**config.mk**
```make
export PLATFORM = sky130hd
export DESIGN_NAME = cpc_top
export DESIGN_NICKNAME = d
export VERILOG_FILES = /design/src/cpc_pkg.sv /design/src/cpc_top.sv
export VERILOG_INCLUDE_DIRS = /design/src
export SDC_FILE = /design/constraint.sdc
export NUM_CORES = 1
export LEC_CHECK = 0
export BUFFER_PORTS_ARGS = -buffer_cell sky130_fd_sc_hd__buf_4
export CAP_MARGIN = 5
export CORE_ASPECT_RATIO = 1.4
export CORE_MARGIN = 2
export CORE_UTILIZATION = 45
export CTS_CLUSTER_DIAMETER = 200
export DETAILED_ROUTE_END_ITERATION = 10
export PLACE_DENSITY = 0.64
export SYNTH_ARGS = -nofsm -noshare
export SYNTH_HDL_FRONTEND = slang
export SYNTH_SLANG_ARGS = --single-unit
```
**constraint.sdc**
```tcl
create_clock -name CLK_I -period 2.5 [get_ports CLK_I]
set_input_delay 0.125 -clock CLK_I [delete_from_list [all_inputs] [get_ports CLK_I]]
set_output_delay 0.125 -clock CLK_I [all_outputs]
set_load 0.02 [all_outputs]
```
**src/cpc_defines.svh**
```systemverilog
// offsets, field positions, reset values and constants for the cache policy block
// assumes inclusion by the top module only
`ifndef CPC_DEFINES_SVH
`define CPC_DEFINES_SVH
// ----------------------------------------
// register byte offsets
// ----------------------------------------
`define CPC_OFF_SCR0    8'h00
`define CPC_OFF_PBCR    8'h04
`define CPC_OFF_ECR     8'h08
`define CPC_OFF_AFR     8'h0c
`define CPC_OFF_REGION  8'h10
`define CPC_OFF_PTABLE  8'h14
`define CPC_OFF_CFG     8'h18
`define CPC_OFF_STATUS  8'h1c
// ----------------------------------------
// field positions
// ----------------------------------------
`define CPC_SCR0_PG     31
`define CPC_SCR0_CD     30
`define CPC_SCR0_NW     29
`define CPC_PBCR_PCD    4
`define CPC_PBCR_PWT    3
`define CPC_ECR_PGE     7
`define CPC_AFR_L3D     6
`define CPC_CFG_NOCOH   0
`define CPC_CFG_DUAL    1
// ----------------------------------------
// reset values: cd and nw set after reset
// ----------------------------------------
`define CPC_SCR0_RST    32'h6000_0000
`define CPC_REGION_RST  32'h0000_0000
`define CPC_PTABLE_RST  32'h0000_0000
`define CPC_CFG_RST     32'h0000_0001
`define CPC_REGION_N    4
`endif

```
**src/cpc_pkg.sv**
```systemverilog
// types shared by the cache policy block
// assumes cpc_defines.svh is present in the same folder
package cpc_pkg;
   // memory types, one code per caching method
   typedef enum logic [2:0]
   {
      MT_UC = 3'h0,
      MT_WC = 3'h1,
      MT_WT = 3'h4,
      MT_WP = 3'h5,
      MT_WB = 3'h6
   } cpc_mtype_t;

   // per access request from the core pipeline
   typedef struct packed
   {
      logic        valid;
      logic        write;
      logic        hit;
      logic        shared;
      logic        exclusive;
      logic        pte_pcd;
      logic        pte_pwt;
      logic        pte_glb;
      logic        is_dir;
      logic [1:0]  region;
      logic [2:0]  ptab_idx;
   } cpc_acc_t;

   // per access decision
   typedef struct packed
   {
      logic        valid;
      logic        cacheable;
      logic        write_through;
      logic        allocate;
      logic        to_memory;
      logic        upgrade_mod;
      logic        keep_shared;
      logic        l3_enable;
      logic        tlb_keep;
      logic        pin_pcd;
      logic        pin_pwt;
      cpc_mtype_t  mtype;
   } cpc_dec_t;

   // snoop request and answer
   typedef struct packed
   {
      logic        valid;
      logic        par_err;
      logic        invalidate;
   } cpc_snp_t;

   // axi state machine
   typedef enum logic [2:0]
   {
      AX_IDLE = 3'b001,
      AX_BRSP = 3'b010,
      AX_RRSP = 3'b100
   } cpc_axst_t;

   // whole module state
   typedef struct packed
   {
      logic [31:0] scr0;
      logic [31:0] pbcr;
      logic [31:0] ecr;
      logic [31:0] afr;
      logic [31:0] region;
      logic [31:0] ptable;
      logic [31:0] cfg;
      logic        aw_got;
      logic        w_got;
      logic [7:0]  awaddr;
      logic [31:0] wdata;
      logic [3:0]  wstrb;
      cpc_axst_t   st;
      logic [1:0]  bresp;
      logic [1:0]  rresp;
      logic [31:0] rdata;
      cpc_dec_t    dec;
      cpc_snp_t    snp;
      logic        address_parity_error_pin;
      logic [15:0] nacc;
   } cpc_state_t;
endpackage : cpc_pkg

```
**src/cpc_top.sv**
```systemverilog
// cache policy control: register file over axi4-lite and per access policy decision
// assumes one 100 MHz clock; access and snoop inputs synchronous to it
`timescale 1ns/1ps
`include "cpc_defines.svh"

// What this block does
// - cd and nw both set: no coherency, reset state
// - no coherency: read hits served, misses never allocate
// - no coherency: write hit updates, exclusive becomes modified
// - no coherency: shared line stays shared on write
// - no coherency: write miss goes to memory, no allocate
// - no coherency: snoops never invalidate; flush instructions still do
// - no coherency: first level ignores snoops; outer levels accept them only if dual
// - without no-coherency mode, cd selects no-fill mode
// - write policy at bit 29; clear bits give write-back
// - level one off: dual accepts, single inhibits snoops
// - inhibited snoops skip parity; accepted ones check it
// - page uncached acts with paging on and cd clear
// - page write-through acts with paging on, nw clear
// - page base bits govern only the page directory
// - persistent pages kept only when enable bit set
// - region types assign caching per physical range
// - page table types refine region typing per page
// - bit 6 disables the third level cache alone
// - external cacheable and write pins honoured per access
// - uncached and write-through pins follow page bits
// - whichever control forbids caching wins
module cpc_top
(
   input  wire logic              CLK_I,
   input  wire logic              RST_N_I,
   input  wire logic [7:0]        S_AXI_AWADDR_I,
   input  wire logic              S_AXI_AWVALID_I,
   output logic                   S_AXI_AWREADY_O,
   input  wire logic [31:0]       S_AXI_WDATA_I,
   input  wire logic [3:0]        S_AXI_WSTRB_I,
   input  wire logic              S_AXI_WVALID_I,
   output logic                   S_AXI_WREADY_O,
   output logic [1:0]             S_AXI_BRESP_O,
   output logic                   S_AXI_BVALID_O,
   input  wire logic              S_AXI_BREADY_I,
   input  wire logic [7:0]        S_AXI_ARADDR_I,
   input  wire logic              S_AXI_ARVALID_I,
   output logic                   S_AXI_ARREADY_O,
   output logic [31:0]            S_AXI_RDATA_O,
   output logic [1:0]             S_AXI_RRESP_O,
   output logic                   S_AXI_RVALID_O,
   input  wire logic              S_AXI_RREADY_I,
   input  wire cpc_pkg::cpc_acc_t ACC_I,
   input  wire logic              EXT_CACHEABLE_N_I,
   input  wire logic              EXT_WRITE_BACK_I,
   input  wire logic              FLUSH_INSTR_I,
   input  wire logic              SNOOP_VALID_I,
   input  wire logic              SNOOP_PAR_ERR_I,
   output cpc_pkg::cpc_dec_t      DEC_O,
   output cpc_pkg::cpc_snp_t      SNOOP_O,
   output logic                   L1_INVALIDATE_O,
   output logic                   ADDR_PAR_ERR_N_O
);
   // ----------------------------------------
   // state and helpers
   // ----------------------------------------
   cpc_pkg::cpc_state_t s_r;
   cpc_pkg::cpc_state_t s_nxt;

   // byte-lane merge used by every writable register
   function automatic logic [31:0] wmerge(input logic [31:0] old, input logic [31:0] d,
                                          input logic [3:0] be);
      logic [31:0] r;
      r = old;
      for (int i = 0; i < 4; i++)
      begin
         if (be[i])
         begin
            r[i*8 +: 8] = d[i*8 +: 8];
         end
      end
      return r;
   endfunction

   // pick a 3-bit type out of a packed table of types
   function automatic cpc_pkg::cpc_mtype_t tsel(input logic [31:0] tab, input logic [2:0] i);
      logic [2:0] v;
      v = 3'(tab >> ({2'h0, i} * 6'h04));
      return cpc_pkg::cpc_mtype_t'(v);
   endfunction

   // combine two types: uncached beats all, then write-combining, write-through, write-protect, write-back last
   function automatic cpc_pkg::cpc_mtype_t tmin(input cpc_pkg::cpc_mtype_t a,
                                               input cpc_pkg::cpc_mtype_t b);
      cpc_pkg::cpc_mtype_t r;
      if (a == cpc_pkg::MT_UC || b == cpc_pkg::MT_UC)
      begin
         r = cpc_pkg::MT_UC;
      end
      else if (a == cpc_pkg::MT_WC || b == cpc_pkg::MT_WC)
      begin
         r = cpc_pkg::MT_WC;
      end
      else if (a == cpc_pkg::MT_WT || b == cpc_pkg::MT_WT)
      begin
         r = cpc_pkg::MT_WT;
      end
      else if (a == cpc_pkg::MT_WP || b == cpc_pkg::MT_WP)
      begin
         r = cpc_pkg::MT_WP;
      end
      else
      begin
         r = cpc_pkg::MT_WB;
      end
      return r;
   endfunction

   logic cd;
   logic nw;
   logic pg;
   logic nocoh;
   logic nocoh_impl;
   logic nofill;
   logic eff_pcd;
   logic eff_pwt;
   logic snoop_ok;
   cpc_pkg::cpc_mtype_t t_reg;
   cpc_pkg::cpc_mtype_t t_page;
   cpc_pkg::cpc_mtype_t t_eff;

   // ----------------------------------------
   // next state
   // ----------------------------------------
   always_comb
   begin
      s_nxt = s_r;
      // global controls as held at this access start
      pg         = s_r.scr0[`CPC_SCR0_PG];
      cd         = s_r.scr0[`CPC_SCR0_CD];
      nw         = s_r.scr0[`CPC_SCR0_NW];
      nocoh_impl = s_r.cfg[`CPC_CFG_NOCOH];
      nocoh      = cd && nw && nocoh_impl;
      nofill     = cd && !nocoh;

      // page bits: directory uses page base reg, else entry bits
      eff_pcd = ACC_I.is_dir ? s_r.pbcr[`CPC_PBCR_PCD] : ACC_I.pte_pcd;
      eff_pwt = ACC_I.is_dir ? s_r.pbcr[`CPC_PBCR_PWT] : ACC_I.pte_pwt;

      // region type, then per page type, then page bits; most limiting wins
      t_reg  = tsel(s_r.region, {1'b0, ACC_I.region});
      t_page = tsel(s_r.ptable, ACC_I.ptab_idx);
      t_eff  = tmin(t_reg, t_page);
      if (pg && !cd && eff_pcd)
      begin
         t_eff = cpc_pkg::MT_UC;
      end
      if (pg && !nw && eff_pwt)
      begin
         t_eff = tmin(t_eff, cpc_pkg::MT_WT);
      end
      if (EXT_CACHEABLE_N_I)
      begin
         t_eff = cpc_pkg::MT_UC;
      end
      else if (!EXT_WRITE_BACK_I)
      begin
         t_eff = tmin(t_eff, cpc_pkg::MT_WT);
      end

      // per access decision, registered
      s_nxt.dec.valid         = ACC_I.valid;
      s_nxt.dec.mtype         = t_eff;
      s_nxt.dec.cacheable     = !cd && t_eff != cpc_pkg::MT_UC;
      s_nxt.dec.write_through = nw ? 1'b0 : (t_eff == cpc_pkg::MT_WT);
      s_nxt.dec.allocate      = ACC_I.valid && !ACC_I.hit && !cd
                                && t_eff != cpc_pkg::MT_UC;
      s_nxt.dec.to_memory     = ACC_I.valid && ACC_I.write
                                && (!ACC_I.hit || s_nxt.dec.write_through);
      s_nxt.dec.upgrade_mod   = ACC_I.valid && ACC_I.write && ACC_I.hit
                                && ACC_I.exclusive;
      s_nxt.dec.keep_shared   = ACC_I.valid && ACC_I.write && ACC_I.hit
                                && ACC_I.shared && nocoh;
      s_nxt.dec.l3_enable     = !s_r.afr[`CPC_AFR_L3D] && s_nxt.dec.cacheable;
      s_nxt.dec.tlb_keep      = ACC_I.pte_glb && s_r.ecr[`CPC_ECR_PGE];
      s_nxt.dec.pin_pcd       = eff_pcd;
      s_nxt.dec.pin_pwt       = eff_pwt;
      if (ACC_I.valid)
      begin
         s_nxt.nacc = s_r.nacc + 16'h0001;
      end

      // snoops: l1 blind in no-coherency; outer levels see it only with dual set
      snoop_ok = !nocoh || s_r.cfg[`CPC_CFG_DUAL];
      s_nxt.snp.valid      = SNOOP_VALID_I && snoop_ok;
      s_nxt.snp.par_err    = SNOOP_VALID_I && snoop_ok && SNOOP_PAR_ERR_I;
      s_nxt.snp.invalidate = SNOOP_VALID_I && !nocoh && !SNOOP_PAR_ERR_I;
      s_nxt.address_parity_error_pin          = s_nxt.snp.par_err;

      // axi write: address and data taken in either order
      if (S_AXI_AWVALID_I && !s_r.aw_got && s_r.st == cpc_pkg::AX_IDLE)
      begin
         s_nxt.aw_got = 1'b1;
         s_nxt.awaddr = S_AXI_AWADDR_I;
      end
      if (S_AXI_WVALID_I && !s_r.w_got && s_r.st == cpc_pkg::AX_IDLE)
      begin
         s_nxt.w_got = 1'b1;
         s_nxt.wdata = S_AXI_WDATA_I;
         s_nxt.wstrb = S_AXI_WSTRB_I;
      end
      unique case (s_r.st)
         cpc_pkg::AX_IDLE:
         begin
            if (s_r.aw_got && s_r.w_got)
            begin
               s_nxt.aw_got = 1'b0;
               s_nxt.w_got  = 1'b0;
               s_nxt.bresp  = 2'h0;
               s_nxt.st     = cpc_pkg::AX_BRSP;
               unique case (s_r.awaddr)
                  `CPC_OFF_SCR0:   s_nxt.scr0   = wmerge(s_r.scr0, s_r.wdata, s_r.wstrb);
                  `CPC_OFF_PBCR:   s_nxt.pbcr   = wmerge(s_r.pbcr, s_r.wdata, s_r.wstrb);
                  `CPC_OFF_ECR:    s_nxt.ecr    = wmerge(s_r.ecr, s_r.wdata, s_r.wstrb);
                  `CPC_OFF_AFR:    s_nxt.afr    = wmerge(s_r.afr, s_r.wdata, s_r.wstrb);
                  `CPC_OFF_REGION: s_nxt.region = wmerge(s_r.region, s_r.wdata, s_r.wstrb);
                  `CPC_OFF_PTABLE: s_nxt.ptable = wmerge(s_r.ptable, s_r.wdata, s_r.wstrb);
                  `CPC_OFF_CFG:    s_nxt.cfg    = wmerge(s_r.cfg, s_r.wdata, s_r.wstrb);
                  default:         s_nxt.bresp  = 2'h2;               // unmapped or read-only
               endcase
            end
            else if (S_AXI_ARVALID_I)
            begin
               s_nxt.rresp = 2'h0;
               s_nxt.st    = cpc_pkg::AX_RRSP;
               unique case (S_AXI_ARADDR_I)
                  `CPC_OFF_SCR0:   s_nxt.rdata = s_r.scr0;
                  `CPC_OFF_PBCR:   s_nxt.rdata = s_r.pbcr;
                  `CPC_OFF_ECR:    s_nxt.rdata = s_r.ecr;
                  `CPC_OFF_AFR:    s_nxt.rdata = s_r.afr;
                  `CPC_OFF_REGION: s_nxt.rdata = s_r.region;
                  `CPC_OFF_PTABLE: s_nxt.rdata = s_r.ptable;
                  `CPC_OFF_CFG:    s_nxt.rdata = s_r.cfg;
                  `CPC_OFF_STATUS: s_nxt.rdata = {s_r.nacc, 12'h000, nofill, nocoh,
                                                  s_r.address_parity_error_pin, snoop_ok};
                  default:
                  begin
                     s_nxt.rdata = 32'h0000_0000;
                     s_nxt.rresp = 2'h2;
                  end
               endcase
            end
         end
         cpc_pkg::AX_BRSP:
         begin
            if (S_AXI_BREADY_I)
            begin
               s_nxt.st = cpc_pkg::AX_IDLE;
            end
         end
         cpc_pkg::AX_RRSP:
         begin
            if (S_AXI_RREADY_I)
            begin
               s_nxt.st = cpc_pkg::AX_IDLE;
            end
         end
         default:
         begin
            s_nxt.st = cpc_pkg::AX_IDLE;
         end
      endcase
   end

   // ----------------------------------------
   // state register
   // ----------------------------------------
   always_ff @(posedge CLK_I or negedge RST_N_I)
   begin
      if (!RST_N_I)
      begin
         s_r        <= '0;
         s_r.scr0   <= `CPC_SCR0_RST;
         s_r.region <= `CPC_REGION_RST;
         s_r.ptable <= `CPC_PTABLE_RST;
         s_r.cfg    <= `CPC_CFG_RST;
         s_r.st     <= cpc_pkg::AX_IDLE;
      end
      else
      begin
         s_r <= s_nxt;
      end
   end

   // ----------------------------------------
   // outputs
   // ----------------------------------------
   // ready only while idle and slot free; keeps one write, one read in flight
   assign S_AXI_AWREADY_O  = s_r.st == cpc_pkg::AX_IDLE && !s_r.aw_got;
   assign S_AXI_WREADY_O   = s_r.st == cpc_pkg::AX_IDLE && !s_r.w_got;
   assign S_AXI_ARREADY_O  = s_r.st == cpc_pkg::AX_IDLE && !(s_r.aw_got && s_r.w_got);
   assign S_AXI_BVALID_O   = s_r.st == cpc_pkg::AX_BRSP;
   assign S_AXI_BRESP_O    = s_r.bresp;
   assign S_AXI_RVALID_O   = s_r.st == cpc_pkg::AX_RRSP;
   assign S_AXI_RDATA_O    = s_r.rdata;
   assign S_AXI_RRESP_O    = s_r.rresp;
   assign DEC_O            = s_r.dec;
   assign SNOOP_O          = s_r.snp;
   assign L1_INVALIDATE_O  = FLUSH_INSTR_I;
   assign ADDR_PAR_ERR_N_O = !s_r.address_parity_error_pin;

   // ----------------------------------------
   // checks
   // ----------------------------------------
   logic nocoh_q;
   assign nocoh_q = s_r.scr0[`CPC_SCR0_CD] && s_r.scr0[`CPC_SCR0_NW] && s_r.cfg[`CPC_CFG_NOCOH];
endmodule // cpc_top

```
# [Yosys cells after proc, flatten, opt, wreduce, memory -nomap -nowiden]
# Index checks and enable logic that the tools add are counted.
[classes] mux=27 add_sub_neg=1 eq_ne=28 bitwise_logic=1 n_shift=2 reduce_logical=87
[op_table] op="one-hot mux 32 bit (8 select lines)" count=1
[op_table] op="AND reduction 4 bit" count=28
[op_table] op="== test 8 x 5 -> 1 bit (second input constant)" count=7
[op_table] op="2-to-1 mux 3 bit" count=15
[op_table] op="== test 8 x 4 -> 1 bit (second input constant)" count=4
[op_table] op="right shift 32 x 4 -> 3 bit" count=1
[op_table] op="right shift 32 x 5 -> 3 bit" count=1
[op_table] op="logical AND 1 bit" count=31
[op_table] op="== test 3 bit (second input constant)" count=6
[op_table] op="adder 16 x 1 -> 16 bit (second input constant)" count=1
[op_table] op="== test 8 x 3 -> 1 bit (second input constant)" count=2
[op_table] op="logical NOT 8 bit" count=2
[op_table] op="== test 3 x 1 -> 1 bit (second input constant)" count=5
[op_table] op="logical NOT 3 bit" count=4
[op_table] op="logical NOT 1 bit" count=10
[op_table] op="2-to-1 mux 2 bit" count=5
[op_table] op="one-hot mux 3 bit (3 select lines)" count=1
[op_table] op="OR reduction 8 bit" count=1
[op_table] op="OR reduction 7 bit" count=1
[op_table] op="logical OR 1 bit" count=6
[op_table] op="AND reduction 3 bit" count=2
[op_table] op="2-to-1 mux 1 bit" count=5
[op_table] op="!= test 2 x 1 -> 1 bit (second input constant)" count=2
[op_table] op="== test 3 x 2 -> 1 bit (second input constant)" count=1
[op_table] op="other kinds (4)" count=4
[word_totals] reg_bits=342 inputBits=78

# [Logic depth before layout (Yosys ltp)]
[logic_depth] word_depth=21 ltp_mapped=8 mapped_depth_nobuf=5

# [Least setup slack after synthesis]
# No wires, ideal clock.
[synth_path] path_type="register -> register" from="register s_r[70] in the netlist's numbering" to="register s_r, in the netlist S_AXI_RDATA_O[23]" setup_time_ns=0.121 n_path_buf=2 arrival_ns=2.161 t_required_ns=2.379 path_slack_ns=0.218 path_stages_with_launch=7 cell_sequence="dfstp_2 > or3b_1 > buf_2 > a21oi_1 > nand2_1 > clkbuf_1 > a22o_1"
[synth_via] elab_chain_len=2
[synth_rtl] element="start, declared" line_no="cpc_top.sv:63" source="cpc_pkg::cpc_state_t s_r;"
[synth_rtl] element="start signal, assigned" line_no="cpc_top.sv:287" source="s_r <= s_nxt;"
[synth_rtl] element="== test 3 x 1 -> 1 bit" line_no="cpc_top.sv:208" source="unique case (s_r.st)"
[synth_rtl] element="AND reduction 3 bit (no source line)"
# No other way between the ends.
# A chain may end at the register's enable or synchronous reset.

# [Final worst setup path]
[layout_path] from="register s_r[70] in the netlist's numbering" to="register s_r[196] in the netlist's numbering"
[layout_via] elab_chain_len=2
[layout_rtl] element="== test 3 x 1 -> 1 bit" line_no="cpc_top.sv:208"
[layout_rtl] element="AND reduction 4 bit (no source line)"
# No other way between the ends.

==> flow_summary.ini <==
[outcome]
status = completed

[layout]
synthToLayoutAreaGrowth_pct = 22.3
nNetsFinal = 1446
multi_input_area_sq_mm = 0.00644
fillCellCount = 2826
fin_area_sq_mm = 0.0190
drive_above_1_share_pct = 42.7
register_area_sq_mm = 0.00851
antenna_cells = 0

[place]
port_buffers = 133
dp_hpwl_um = 28200
gp_congestion = 0.829
place_area_sq_mm = 0.0172

[sta]
timing.hold.ws_ns = 0.0462
setup_violations = 0
tightestPinTransition_ns = 0.622
timing.fmax_mhz = 417
clock_skew_ns = 0.0115
maxSlewHeadroom_pct = 58.5
slew_viol_final = 0
fin_crit_sh_pct = 95.9
hold_violations = 0
rsz0062_at_grt = false
period_minus_slack_ns = 2.40
tns_ns = 0

[setup_path]
cpMaxStageDelayCell = dfstp_2
startpoint_type = flip-flop
endpoint_kind = flip-flop
cp_slowest_stage_delay_ns = 0.55
cp_max_fo = 8
worstPathRequired_ns = 2.91
path_class = flip-flop to flip-flop
cp.arrival_ns = 2.80
cp_cell_sequence = or3b_1 > nor2_8 > nand2_2 > nor2_4 > mux2_2
rrSetupSlack_ns = 0.10

[floorplanning]
start_util_pct = 45.6
pin_count = 138
core-area_sq_mm = 0.0341
fp.dieW_um = 161
placementRows = 80
die_h_um = 224
dieArea_sq_mm = 0.0361

[clocking]
clkLatencyLatePin_ns = 0.52
cts.sinks = 340
cts_made_buffers = 35
root_buffer = clkbuf_16
clk_path_buf_depth = 3
clk_pin_slew_worst_paths_ns = 0.06
h-tree-depth = 2
cts_tree = done

[grt]
overflow = 0
grt_pass1_vias = 10800
grt_pass1_wl_um = 64000
grt_usage_pct = 23.1
grt_antenna_before_repair = 0
grt_max_degree = 72

[synth]
syn_area_per_cell_sq_um = 13.5
synthesis.area_sq_mm = 0.0156
synthTopCellsByCount = 336 x dfrtp_1, 268 x mux2_2, 55 x buf_4
ys_seq_area_share_pct = 54.7
ys_warn_count = 0
synth_top_area_cell = dfrtp_1
netlist_top_cells_area = dfrtp_1 54%, mux2_2 19%, buf_4 2.7%
yosys.cell_types.count = 78
synth_edf_count = 0
synthArstFlopShare_pct = 100
ys.flop_type = dfrtp_1
synth.most_common_cell = dfrtp_1
yosys_register_bits = 340
synthCells = 1152
post-synth-top-area-fraction_pct = 54.0

[worst_hold_path]
hold_class = primary input to flip-flop

[route]
drt_iter0_markers = 623
met3_length_um = 1720
antenna_left = 0
vias = 10300
drc = 0
drtPass1Iterations = 7
topRoutingLayerUsed = met4
wirelength_um = 40800
wl_met2_um = 20200
m1WireLength_um = 17800
viasPerCell = 5.59
drt-wirelength-per-cell_um = 22.2

[run]
max_cap_viol_count = 0

[power]
leakage_nw = 8.91
peakVddDrop_mv = 1.05
power_density_mw_per_mm2 = 897
==> report_power, final <==
group / internal [mW] / switching [mW]
Combinational: 1.91 / 1.84
Clock: 3.14 / 2.12
Sequential: 6.74 / 1.33
==> per-stage QoR <==
step	power, mW	instances	utilization, %	setup slack [ns]
4_1_cts	17.2	1839	55.7	0.0659
6_report	17.1	1840	55.8	0.104
3_3_place_gp	11.7	1716	50.5	0.0855
3_5_place_dp	11.8	1716	50.5	0.0725
2_1_floorplan	10.4	1153	-	0.218
5_1_grt	17.9	1840	55.8	0.0226
==> placed cells by master, fill, tap and decap left out, types with 10 or more instances in the layout <==
cell,count
a21oi_1,10
a22o_1,18
a22oi_1,18
a31oi_1,19
and3_1,12
buf_12,11
buf_4,194
clkbuf_16,37
dfrtp_1,336
dlygate4sd3_1,64
mux2_2,268
mux2i_1,41
mux4_2,10
nand2_1,44
nand3_1,16
nor2_1,43
nor2_2,14
nor2_4,14
nor3_1,10
o2bb2ai_1,20
xnor2_1,10
==> sequential cells by signal, summed over array words and instances, names as in the netlist <==
name,cells
nocoh_impl,1
s_r,286
S_AXI_RRESP_O,1
nw,1
DEC_O,14
cd,1
S_AXI_BRESP_O,1
SNOOP_O,2
pg,1
S_AXI_RDATA_O,32
==> what timing repair did <==
item,in CTS,in global routing
endpoints found under the setup margin,0,16
hold endpoints to repair,129,0
gates resized for setup,0,3
hold buffers,64,0
setup buffers,0,1
==> critical path, delay by kind of cell, from the launching register on <==
family | cells | cell delay, ns
mux | 1 | 0.38
flops | 1 | 0.55
simple gates | 4 | 1.35
==> logic make-up (layout without fill, tap and decap cells) <==
| kind of cell | after synthesis | in the layout | synth area share [%] |
|---|---|---|---|
| other | 1 | 2 | 0.0241 |
| AOI/OAI and AO/OA | 155 | 155 | 7.94 |
| buffers and inverters | 102 | 338 | 4.11 |
| and+or+nand+nor | 209 | 209 | 8.12 |
| adders and majority gates | 1 | 1 | 0.0803 |
| muxes | 329 | 329 | 24.2 |
| DFF | 340 | 340 | 54.7 |
| xor gates and xnor gates | 15 | 15 | 0.844 |
==> final cells by class <==
type	count	area share [%]
sequential	340	44.7
inverter	9	0.177
tap	451	2.96
timing repair buffer	270	12.3
clock inverter	7	0.473
multi-input combinational	711	33.8
clock buffer	52	5.58
==> worst paths after layout <==
kind,start,endpoint,cells after the start
worst max-delay path,s_r[70],s_r[196],5
worst min-delay path,S_AXI_ARVALID_I,s_r[72],3
worst max register to register,s_r[70],s_r[196],5
worst min register to register,s_r[260],s_r[260],1
max in group asynchronous,RST_N_I,S_AXI_RDATA_O[7],3
min in group asynchronous,RST_N_I,s_r[232],2
==> metal layers <==
| layer | up-vias | global-route usage (%) |
|---|---|---|
| met3 | 64 | 3.17 |
| li1 | 4641 | - |
| met4 | 0 | 6.85 |
| met2 | 265 | 39.1 |
| met1 | 5317 | 31.2 |
| met5 | - | 0 |
Power figures use the tool's default switching activity.
